### config.mk
export PLATFORM = sky130hd
export DESIGN_NAME = pci_command_register_block
export DESIGN_NICKNAME = d
export VERILOG_FILES = /design/src/rtl/hc_cfg_pkg.sv /design/src/rtl/pci_command_register_block.sv
export SDC_FILE = /design/constraint.sdc
export NUM_CORES = 1
export LEC_CHECK = 0
export BUFFER_PORTS_ARGS = -buffer_cell sky130_fd_sc_hd__buf_4
export CORE_ASPECT_RATIO = 1.4
export CORE_MARGIN = 4
export CORE_UTILIZATION = 45
export CTS_BUF_LIST = sky130_fd_sc_hd__clkbuf_8
export DETAILED_ROUTE_END_ITERATION = 16
export PLACE_DENSITY = 0.69
export SYNTH_ARGS = -nofsm -noshare
export SYNTH_HDL_FRONTEND = slang
export SYNTH_SLANG_ARGS = --single-unit
### constraint.sdc
create_clock -name clk_in -period 1.9 [get_ports clk_in]
set_input_delay 0.095 -clock clk_in [delete_from_list [all_inputs] [get_ports clk_in]]
set_output_delay 0.095 -clock clk_in [all_outputs]
set_load 0.03 [all_outputs]
### src/rtl/hc_cfg_pkg.sv
// Constants and types of the command register block
package hc_cfg_pkg;
   // -----------------------------------------------------------------
   // Register offsets (byte addresses)
   // -----------------------------------------------------------------
   localparam logic [7:0] OFS_CMD_STATUS = 8'h04;
   localparam logic [7:0] OFS_SUBSYS     = 8'h2C;
   localparam logic [7:0] OFS_TIMING     = 8'h3C;
   localparam logic [7:0] OFS_EXT_FIRST  = 8'hE0;
   // -----------------------------------------------------------------
   // Field positions
   // -----------------------------------------------------------------
   localparam int CMD_IO         = 0;
   localparam int CMD_MEM        = 1;
   localparam int CMD_BM         = 2;
   localparam int CMD_MWI        = 4;
   localparam int CMD_PER        = 6;
   localparam int CMD_SERR       = 8;
   localparam int STS_SSE        = 30;
   localparam int STS_DPE        = 31;
   localparam int EXT_FIRST_LEGACY = 0;
   localparam int EXT_FIRST_UNLOCK = 1;
   localparam logic [15:0] CMD_RW_MASK = 16'h0157;
   // -----------------------------------------------------------------
   // Reset values
   // -----------------------------------------------------------------
   localparam logic [15:0] CMD_RESET   = 16'h0000;
   localparam logic [7:0]  MIN_GNT_DEF = 8'h01;
   localparam logic [7:0]  MAX_LAT_DEF = 8'h2A;
   // Time for the strap pin to pass the synchroniser
   localparam logic [1:0]  STRAP_WAIT  = 2'h2;
   // ROM word selectors
   localparam logic [1:0]  ROM_SEL_SSVID  = 2'h0;
   localparam logic [1:0]  ROM_SEL_SSID   = 2'h1;
   localparam logic [1:0]  ROM_SEL_TIMING = 2'h2;
   // -----------------------------------------------------------------
   // Types
   // -----------------------------------------------------------------
   typedef enum logic [1:0] {ST_STRAP, ST_LOAD, ST_READY} load_state_t;

   typedef struct packed {
      logic        valid;
      logic        write;
      logic [7:0]  addr;
      logic [3:0]  be;
      logic [31:0] wdata;
   } cfg_req_t;

   typedef struct packed {
      logic        wr;
      logic [1:0]  sel;
      logic [15:0] data;
      logic        done;
   } rom_load_t;

   typedef struct packed {
      logic        ack;
      logic        retry;
      logic [31:0] rdata;
   } cfg_rsp_t;
endpackage

### src/rtl/pci_command_register_block.sv
// Command register, unlock-writable registers and ROM preload
// Behaviour
// - Bit 0 read/write, resets 0; gates response to I/O accesses.
// - I/O enable cannot become 1 while legacy pin low or legacy mode 0.
// - Bit 1 read/write, resets 0; gates response to memory accesses.
// - Bit 2 read/write, resets 0; no bus master cycle unless set.
// - Bits 3, 5 and 7 read only, return 0.
// - Bit 9 and bits 15 to 10 read only, return 0.
// - Bit 4 read/write, resets 0; invalidate-write command only while set.
// - Bit 6 read/write, resets 0; parity error pin only while set.
// - Detected parity error flag sets on every parity error, always.
// - Bit 8 read/write, resets 0; system error pin only while set.
// - Subsystem and timing registers writable only while unlock bit set.
// - With ROM present, load those registers before accepting accesses.
// - Subsystem registers are 16 bits, fixed defaults without unlock or load.
`timescale 1ns/10ps
module pci_command_register_block
   import hc_cfg_pkg::*;
#(
   parameter logic [15:0] SSVID_DEF = 16'h1234, // Arbitrary value
   parameter logic [15:0] SSID_DEF  = 16'h5678, // Arbitrary value
   parameter logic        LEGACY_MODE_DEF = 1'b0
) (
   input  wire logic      clk_in,
   input  wire logic      sys_rst_in,
   input  wire cfg_req_t  cfg_req_in,
   output cfg_rsp_t       cfg_rsp_out,
   input  wire logic      legacy_sel_in,
   input  wire logic      rom_present_in,
   input  wire rom_load_t rom_load_in,
   input  wire logic      master_req_in,
   input  wire logic      mwi_req_in,
   input  wire logic      parity_err_in,
   input  wire logic      perr_req_in,
   input  wire logic      serr_req_in,
   output logic           io_decode_en_out,
   output logic           mem_decode_en_out,
   output logic           bus_master_en_out,
   output logic           master_req_out,
   output logic           mwi_cmd_out,
   output logic           perr_out,
   output logic           serr_out,
   output logic           cfg_ready_out
);
   // ----------------------------------------------------------------
   // State
   // ----------------------------------------------------------------
   typedef struct packed {
      logic [1:0]  leg_sync;
      logic [1:0]  rom_sync;
      load_state_t st;
      logic [1:0]  wait_cnt;
      logic [15:0] cmd;
      logic        dpe;
      logic        sse;
      logic        legacy_mode;
      logic        id_unlock;
      logic [15:0] ssvid;
      logic [15:0] ssid;
      logic [7:0]  min_gnt;
      logic [7:0]  max_lat;
      logic        ack;
      logic [31:0] rdata;
   } state_t;

   localparam state_t STATE_RESET = '{
      leg_sync: 2'h0, rom_sync: 2'h0, st: ST_STRAP, wait_cnt: 2'h0,
      cmd: CMD_RESET, dpe: 1'b0, sse: 1'b0,
      legacy_mode: LEGACY_MODE_DEF, id_unlock: 1'b0,
      ssvid: SSVID_DEF, ssid: SSID_DEF,
      min_gnt: MIN_GNT_DEF, max_lat: MAX_LAT_DEF,
      ack: 1'b0, rdata: 32'h0000_0000};

   state_t      state;
   state_t      next_state;
   logic        legacy_ok;
   logic        acc;
   logic        acc_wr;
   logic [15:0] cmd_wr;

   assign legacy_ok = state.leg_sync[1] & state.legacy_mode;
   assign acc       = cfg_req_in.valid & (state.st == ST_READY);
   assign acc_wr    = acc & cfg_req_in.write;

   // ----------------------------------------------------------------
   // Next state
   // ----------------------------------------------------------------
   always_comb begin
      next_state = state;
      next_state.leg_sync = {state.leg_sync[0], legacy_sel_in};
      next_state.rom_sync = {state.rom_sync[0], rom_present_in};
      next_state.ack = acc;
      cmd_wr = state.cmd;
      if (cfg_req_in.be[0]) begin
         cmd_wr[7:0] = cfg_req_in.wdata[7:0];
      end
      if (cfg_req_in.be[1]) begin
         cmd_wr[15:8] = cfg_req_in.wdata[15:8];
      end
      cmd_wr = cmd_wr & CMD_RW_MASK;
      cmd_wr[CMD_IO] = cmd_wr[CMD_IO] & legacy_ok;

      case (state.st)
         ST_STRAP: begin
            next_state.wait_cnt = state.wait_cnt + 2'h1;
            if (state.wait_cnt == STRAP_WAIT) begin
               if (state.rom_sync[1]) begin
                  next_state.st = ST_LOAD;
               end else begin
                  next_state.st = ST_READY;
               end
            end
         end
         ST_LOAD: begin
            if (rom_load_in.wr) begin
               case (rom_load_in.sel)
                  ROM_SEL_SSVID: next_state.ssvid = rom_load_in.data;
                  ROM_SEL_SSID:  next_state.ssid  = rom_load_in.data;
                  ROM_SEL_TIMING: begin
                     next_state.min_gnt = rom_load_in.data[7:0];
                     next_state.max_lat = rom_load_in.data[15:8];
                  end
                  default: next_state.ssvid = state.ssvid;
               endcase
            end
            if (rom_load_in.done) begin
               next_state.st = ST_READY;
            end
         end
         ST_READY: begin
            if (acc_wr) begin
               case (cfg_req_in.addr)
                  OFS_CMD_STATUS: begin
                     next_state.cmd = cmd_wr;
                  end
                  OFS_SUBSYS: begin
                     if (state.id_unlock) begin
                        if (cfg_req_in.be[0]) begin
                           next_state.ssvid[7:0] = cfg_req_in.wdata[7:0];
                        end
                        if (cfg_req_in.be[1]) begin
                           next_state.ssvid[15:8] = cfg_req_in.wdata[15:8];
                        end
                        if (cfg_req_in.be[2]) begin
                           next_state.ssid[7:0] = cfg_req_in.wdata[23:16];
                        end
                        if (cfg_req_in.be[3]) begin
                           next_state.ssid[15:8] = cfg_req_in.wdata[31:24];
                        end
                     end
                  end
                  OFS_TIMING: begin
                     if (state.id_unlock) begin
                        if (cfg_req_in.be[2]) begin
                           next_state.min_gnt = cfg_req_in.wdata[23:16];
                        end
                        if (cfg_req_in.be[3]) begin
                           next_state.max_lat = cfg_req_in.wdata[31:24];
                        end
                     end
                  end
                  OFS_EXT_FIRST: begin
                     if (cfg_req_in.be[0]) begin
                        next_state.legacy_mode =
                           cfg_req_in.wdata[EXT_FIRST_LEGACY];
                        next_state.id_unlock =
                           cfg_req_in.wdata[EXT_FIRST_UNLOCK];
                     end
                  end
                  default: next_state.cmd = state.cmd;
               endcase
            end
            if (acc & !cfg_req_in.write) begin
               case (cfg_req_in.addr)
                  OFS_CMD_STATUS: next_state.rdata =
                     {state.dpe, state.sse, 14'h0000, state.cmd};
                  OFS_SUBSYS:     next_state.rdata = {state.ssid, state.ssvid};
                  OFS_TIMING:     next_state.rdata =
                     {state.max_lat, state.min_gnt, 16'h0000};
                  OFS_EXT_FIRST:  next_state.rdata =
                     {30'h0000_0000, state.id_unlock, state.legacy_mode};
                  default:        next_state.rdata = 32'h0000_0000;
               endcase
            end
         end
         default: next_state.st = ST_STRAP;
      endcase

      // Write-one-to-clear status flags; a new event wins over the clear
      if (acc_wr && cfg_req_in.addr == OFS_CMD_STATUS
          && cfg_req_in.be[3]) begin
         if (cfg_req_in.wdata[STS_DPE]) begin
            next_state.dpe = 1'b0;
         end
         if (cfg_req_in.wdata[STS_SSE]) begin
            next_state.sse = 1'b0;
         end
      end
      if (parity_err_in) begin
         next_state.dpe = 1'b1;
      end
      if (serr_out) begin
         next_state.sse = 1'b1;
      end
   end

   always_ff @(posedge clk_in) begin
      if (sys_rst_in) begin
         state <= STATE_RESET;
      end else begin
         state <= next_state;
      end
   end

   // ----------------------------------------------------------------
   // Outputs
   // ----------------------------------------------------------------
   assign io_decode_en_out  = state.cmd[CMD_IO];
   assign mem_decode_en_out = state.cmd[CMD_MEM];
   assign bus_master_en_out = state.cmd[CMD_BM];
   assign master_req_out    = master_req_in & state.cmd[CMD_BM];
   assign mwi_cmd_out = mwi_req_in & state.cmd[CMD_BM]
                        & state.cmd[CMD_MWI];
   assign perr_out    = perr_req_in & state.cmd[CMD_PER];
   assign serr_out    = serr_req_in & state.cmd[CMD_SERR];
   assign cfg_ready_out     = (state.st == ST_READY);
   assign cfg_rsp_out.ack   = state.ack;
   assign cfg_rsp_out.rdata = state.rdata;
   assign cfg_rsp_out.retry = cfg_req_in.valid & (state.st != ST_READY);
endmodule

# After elaboration in Yosys (flattened, before gate mapping)
# Index checks and enable logic that the tools add are counted.
# W data, S select, Z words.
[totals]
regBits = 99
in_bits = 75
out_inout_bits = 42
word_cells = 105
[classes]
n_addsub = 1
eq_ne = 24
muxes = 25
bitwise_logic = 12
n_reduce_logical = 24
[op_table]
columns = ["operator", "count"]
rows = [
  ["$pmux W32 S4", 1],
  ["$mux W48", 2],
  ["$pmux W48 S2", 1],
  ["$mux W16", 5],
  ["$mux W32", 2],
  ["$reduce_and A7 Y1", 6],
  ["$mux W8", 4],
  ["$eq A8 B6 Y1 const B", 2],
  ["$ne A2 B2 Y1 const B", 8],
  ["$ne A2 B1 Y1 const B", 7],
  ["$reduce_and A4 Y1", 3],
  ["$and A1 B1 Y1", 11],
  ["$reduce_bool A2 Y1", 5],
  ["$eq A8 B3 Y1 const B", 1],
  ["$eq A8 B8 Y1 const B", 1],
  ["$mux W2", 4],
  ["$eq A2 B2 Y1 const B", 3],
  ["$pmux W2 S3", 1],
  ["$reduce_and A2 Y1", 3],
  ["$reduce_and A3 Y1", 2],
  ["$mux W1", 5],
  ["$eq A2 B1 Y1 const B", 2],
  ["$logic_not A2 Y1", 2],
  ["$add A2 B1 Y2 const B", 1],
  ["other kinds (3)", 4],
]

# Longest topological paths before layout
[depth]
depth_word = 7
ltp_mapped = 10
ltp_nobuf = 6

# Worst setup path before layout
# OpenSTA, ideal clock, no wires.
[synth_timing]
path_kind = "register to register"
start = "register state[103] (netlist bit)"
end = "register state[76] (netlist bit)"
setup_ps = 91
arrival_ps = 1584
required_time_ps = 1809
setup_slack_ps = 225
path_stages_with_launch = 8
path_buffers = 3
synth_period_minus_slack_ps = 1675
cell_sequence = "dfxtp_1 nand2b_1 buf_6 inv_2 buf_6 clkbuf_1 nand2_1 a311oi_1"
[synth_via]
elab_chain_cells = 5
elab_cells_between_ends = 13
cone_classes = "8 x eq/ne; 1 x mux; 2 x bitwise; 2 x reduce/logical"
[synth_rtl]
columns = ["element", "line_no", "rtl"]
rows = [
  ["from (decl)", "pci_command_register_block.sv:74", "state_t state;"],
  ["from (signal assigned)", "pci_command_register_block.sv:211", "state <= next_state;"],
  ["$eq A2 B2 Y1 *", "-", ""],
  ["named net cfg_ready_out", "pci_command_register_block.sv:43", "output logic cfg_ready_out"],
  ["$and A1 B1 Y1", "pci_command_register_block.sv:82", "assign acc = cfg_req_in.valid & (state.st == ST_READY);"],
  ["$and A1 B1 Y1", "pci_command_register_block.sv:83", "assign acc_wr = acc & cfg_req_in.write;"],
  ["$ne A2 B1 Y1 (no source line)", "-", ""],
  ["$reduce_and A7 Y1 (no source line)", "-", ""],
]
# Mark *: on every way through the listed nets, which the timed path passes. The rest lies on a longest branch.
# A chain may end at the register's enable or synchronous reset.

# Final worst setup path
[layout_timing]
start = "register state[103] (netlist bit)"
end = "register state, in the netlist cfg_rsp_out[16]"
[layout_via]
elab_chain_cells = 4
[layout_rtl]
columns = ["element", "line_no", "rtl"]
rows = [
  ["$eq A2 B2 Y1 *", "pci_command_register_block.sv:82, pci_command_register_block.sv:103", ""],
  ["$and A1 B1 Y1", "pci_command_register_block.sv:82", ""],
  ["$and A1 B1 Y1", "pci_command_register_block.sv:173", "if (acc & !cfg_req_in.write) begin"],
  ["$reduce_and A2 Y1 (no source line) *", "-", ""],
]
# Mark *: on every way between the ends. The rest lies on a longest branch, timed or not.

==> results.sh <==
export IMPL_status="finished, final reports clean"
export IMPL_worstMarginPinSlew_ps=969
export IMPL_synth_edff_count=0
export IMPL_cts_tree="built"
export IMPL_start_kind="register"
export IMPL_grt_pass1_vias=4079
export IMPL_synth_most_common_cell="dfxtp_1"
export IMPL_grt_pass1_wl_um=20300
export IMPL_skew_ps=7.55
export IMPL_p_per_area_nw_per_um2=802
export IMPL_place_congestion=0.848
export IMPL_cap_violations=0
export IMPL_cts_root_buf="clkbuf_8"
export IMPL_rsz0062_at_grt="no"
export IMPL_dp_hpwl_um=9770
export IMPL_whs_ps=17.0
export IMPL_cts_setup_buffers=0
export IMPL_drt_first_pass_iters=5
export IMPL_layout_drive_gt1_share=0.318
export IMPL_dp_cells=717
export IMPL_crit_family="simple AND/OR/NAND/NOR gates"
export IMPL_p_total_mw=4.61
export IMPL_wl_um=13000
export IMPL_crit_path_max_fanout=14
export IMPL_synth_top_cells_by_count="99 x dfxtp_1, 56 x nand2_1, 55 x nor2_1"
export IMPL_antenna_left=0
export IMPL_required_ps=2200
export IMPL_grt_max_degree=32
export IMPL_route_detailed_vias_per_inst=5.59
export IMPL_first_iter_violations=286
export IMPL_fmax_ghz=0.574
export IMPL_synth_top_area_frac=0.428
export IMPL_synth_cell_type_count=54
export IMPL_ys_seq_area_frac=0.428
export IMPL_rows=43
export IMPL_port_buffers=116
export IMPL_setup_viol=0
export IMPL_path_clk_slew_ps=100
export IMPL_grt_overflow_total=0
export IMPL_path_cells="nand2b_1, nor3b_2, buf_4, nand3_2, o21ai_0"
export IMPL_die_area_um2=12000
export IMPL_synthFlopType="dfxtp_1"
export IMPL_grt_usage=0.217
export IMPL_core_um2=10000
export IMPL_dr_total_vias=4171
export IMPL_cts_sinks=99
export IMPL_final_core_util=0.575
export IMPL_synth_top_area_cell="dfxtp_1"
export IMPL_synth_nets=587
export IMPL_crit_path_end_kind="register"
export IMPL_finalMaxSlewViolations=0
export IMPL_design_area_um2=5750
export IMPL_setup_ws_ps=159
export IMPL_min_period_ps=1740
export IMPL_netlist_area_um2=4630
export IMPL_synth_avg_cell_area_um2=9.06
export IMPL_post_dp_cell_area_um2=5400
export IMPL_drc=0
export IMPL_synth_area_top_cells="dfxtp_1 43%, buf_4 5.8%, nand2_1 4.5%"
export IMPL_num_nets_final=682
export IMPL_finalCritPeriodShare=0.916
export IMPL_p_leak_nw=2.31
export IMPL_crit_type="reg2reg"
export IMPL_die_width_um=93.7
export IMPL_synth_seq_cells=99
export IMPL_routedWlPerCell_um=17.5
export IMPL_start_util=0.463
export IMPL_slew_headroom=0.352
export IMPL_antenna_found_initial=0
export IMPL_fin_cells=746
export IMPL_io_pins=117
export IMPL_hold_class="in2reg"
export IMPL_antennaDiodeCount=0
export IMPL_syn_to_final_growth_pct=24.3
export IMPL_cp_arrival_ps=2040
export IMPL_synthCells=511
export IMPL_postSynth_asyncResetShare=0
export IMPL_clk_path_buf_depth=2
export IMPL_cp_slowest_cell="nand3_2"
export IMPL_cpPeakStageDelay_ps=350
export IMPL_die_h_um=128
export IMPL_place_ws_ps=14.2
export IMPL_path_buf_inv=1
export IMPL_setup_tns_ps=0
export IMPL_irDropWorstVdd_uv=453
export IMPL_cts_buffers=9
export IMPL_cts_htree_levels=3
export IMPL_clkLatencyLatePin_ps=370
export IMPL_hold_viol=0
export IMPL_yosys_warnings=0
==> cell usage in the layout, fill, tap and decap left out, types with 11 or more instances in the layout <==
cell type	instances
a21oi_1	36
dfxtp_1	98
nor2_1	54
a22oi_1	24
nor3_1	12
a211oi_1	15
clkbuf_8	11
a311oi_1	14
dlygate4sd3_1	13
buf_4	140
nand2_1	56
==> flip-flops by register name (all words and copies together), names as in the netlist <==
register	cells
next_state	2
io_decode_en_out	1
bus_master_en_out	1
mem_decode_en_out	1
state	61
cfg_rsp_out	33
==> power breakdown <==
part	internal (mW)	total [mW]	leakage (nW)	switching [mW]
clock network	0.686	1.44	0.106	0.751
registers	2.13	2.17	0.800	0.0371
logic	0.388	1.01	1.40	0.617
==> timing repair <==
| item | 4_1_cts | 5_1_grt |
|---|---|---|
| endpoints found under the hold margin | 15 | 0 |
| setup endpoints to repair | 0 | 29 |
| hold buffers | 13 | 0 |
| gates resized for setup | 0 | 5 |
==> path summary, 6_finish.rpt <==
path                                                  from                            to  slack [ps]  depth (start not counted)
worst max register to register     state[103]$_SDFFE_PP0P_  cfg_rsp_out[16]$_SDFFE_PP0P_         160                          5
worst min register to register  next_state[108]$_SDFF_PP0_         state[108]$_SDFF_PP0_         450                          1
worst max-delay path               state[103]$_SDFFE_PP0P_  cfg_rsp_out[16]$_SDFFE_PP0P_         160                          5
worst min-delay path                        cfg_req_in[28]        state[37]$_SDFFE_PP0P_          20                          3
==> layer usage <==
layer / GRT usage / part of all wire / up-vias / wire length, µm
li1: - / - / 2013 / -
met1: 0.265 / 0.40 / 1977 / 5190
met2: 0.374 / 0.52 / 152 / 6710
met3: 0.0405 / 0.063 / 29 / 820
met4: 0.0825 / 0.024 / 0 / 308
met5: 0 / 0 / - / 0
==> layout make-up <==
class / instances / area, µm²
tap: 135 / 169
fill: 958 / 4250
sequential: 99 / 1980
clock buffer: 11 / 151
timing repair buffer: 155 / 1220
clock inverter: 5 / 60.1
inverter: 7 / 26.3
multi-input combinational: 334 / 2140
==> tightest hold or removal path: stages <==
cell	delay, ps
buf_4	110
nand2_1	70
a311oi_1	80
==> kinds of logic (layout without fill, tap and decap cells) <==
family,Yosys count,in the layout,share of synthesized area
AO/OA/AOI/OAI,154,154,0.254
XOR/XNOR,1,1,0.00189
adder cells (fa/ha/maj),1,1,0.00270
buffers and inverters,78,178,0.111
flip-flops,99,99,0.428
multiplexers,10,10,0.0216
AND/OR/NAND/NOR,168,168,0.181
Note: power is estimated with default switching activity, not from simulation.
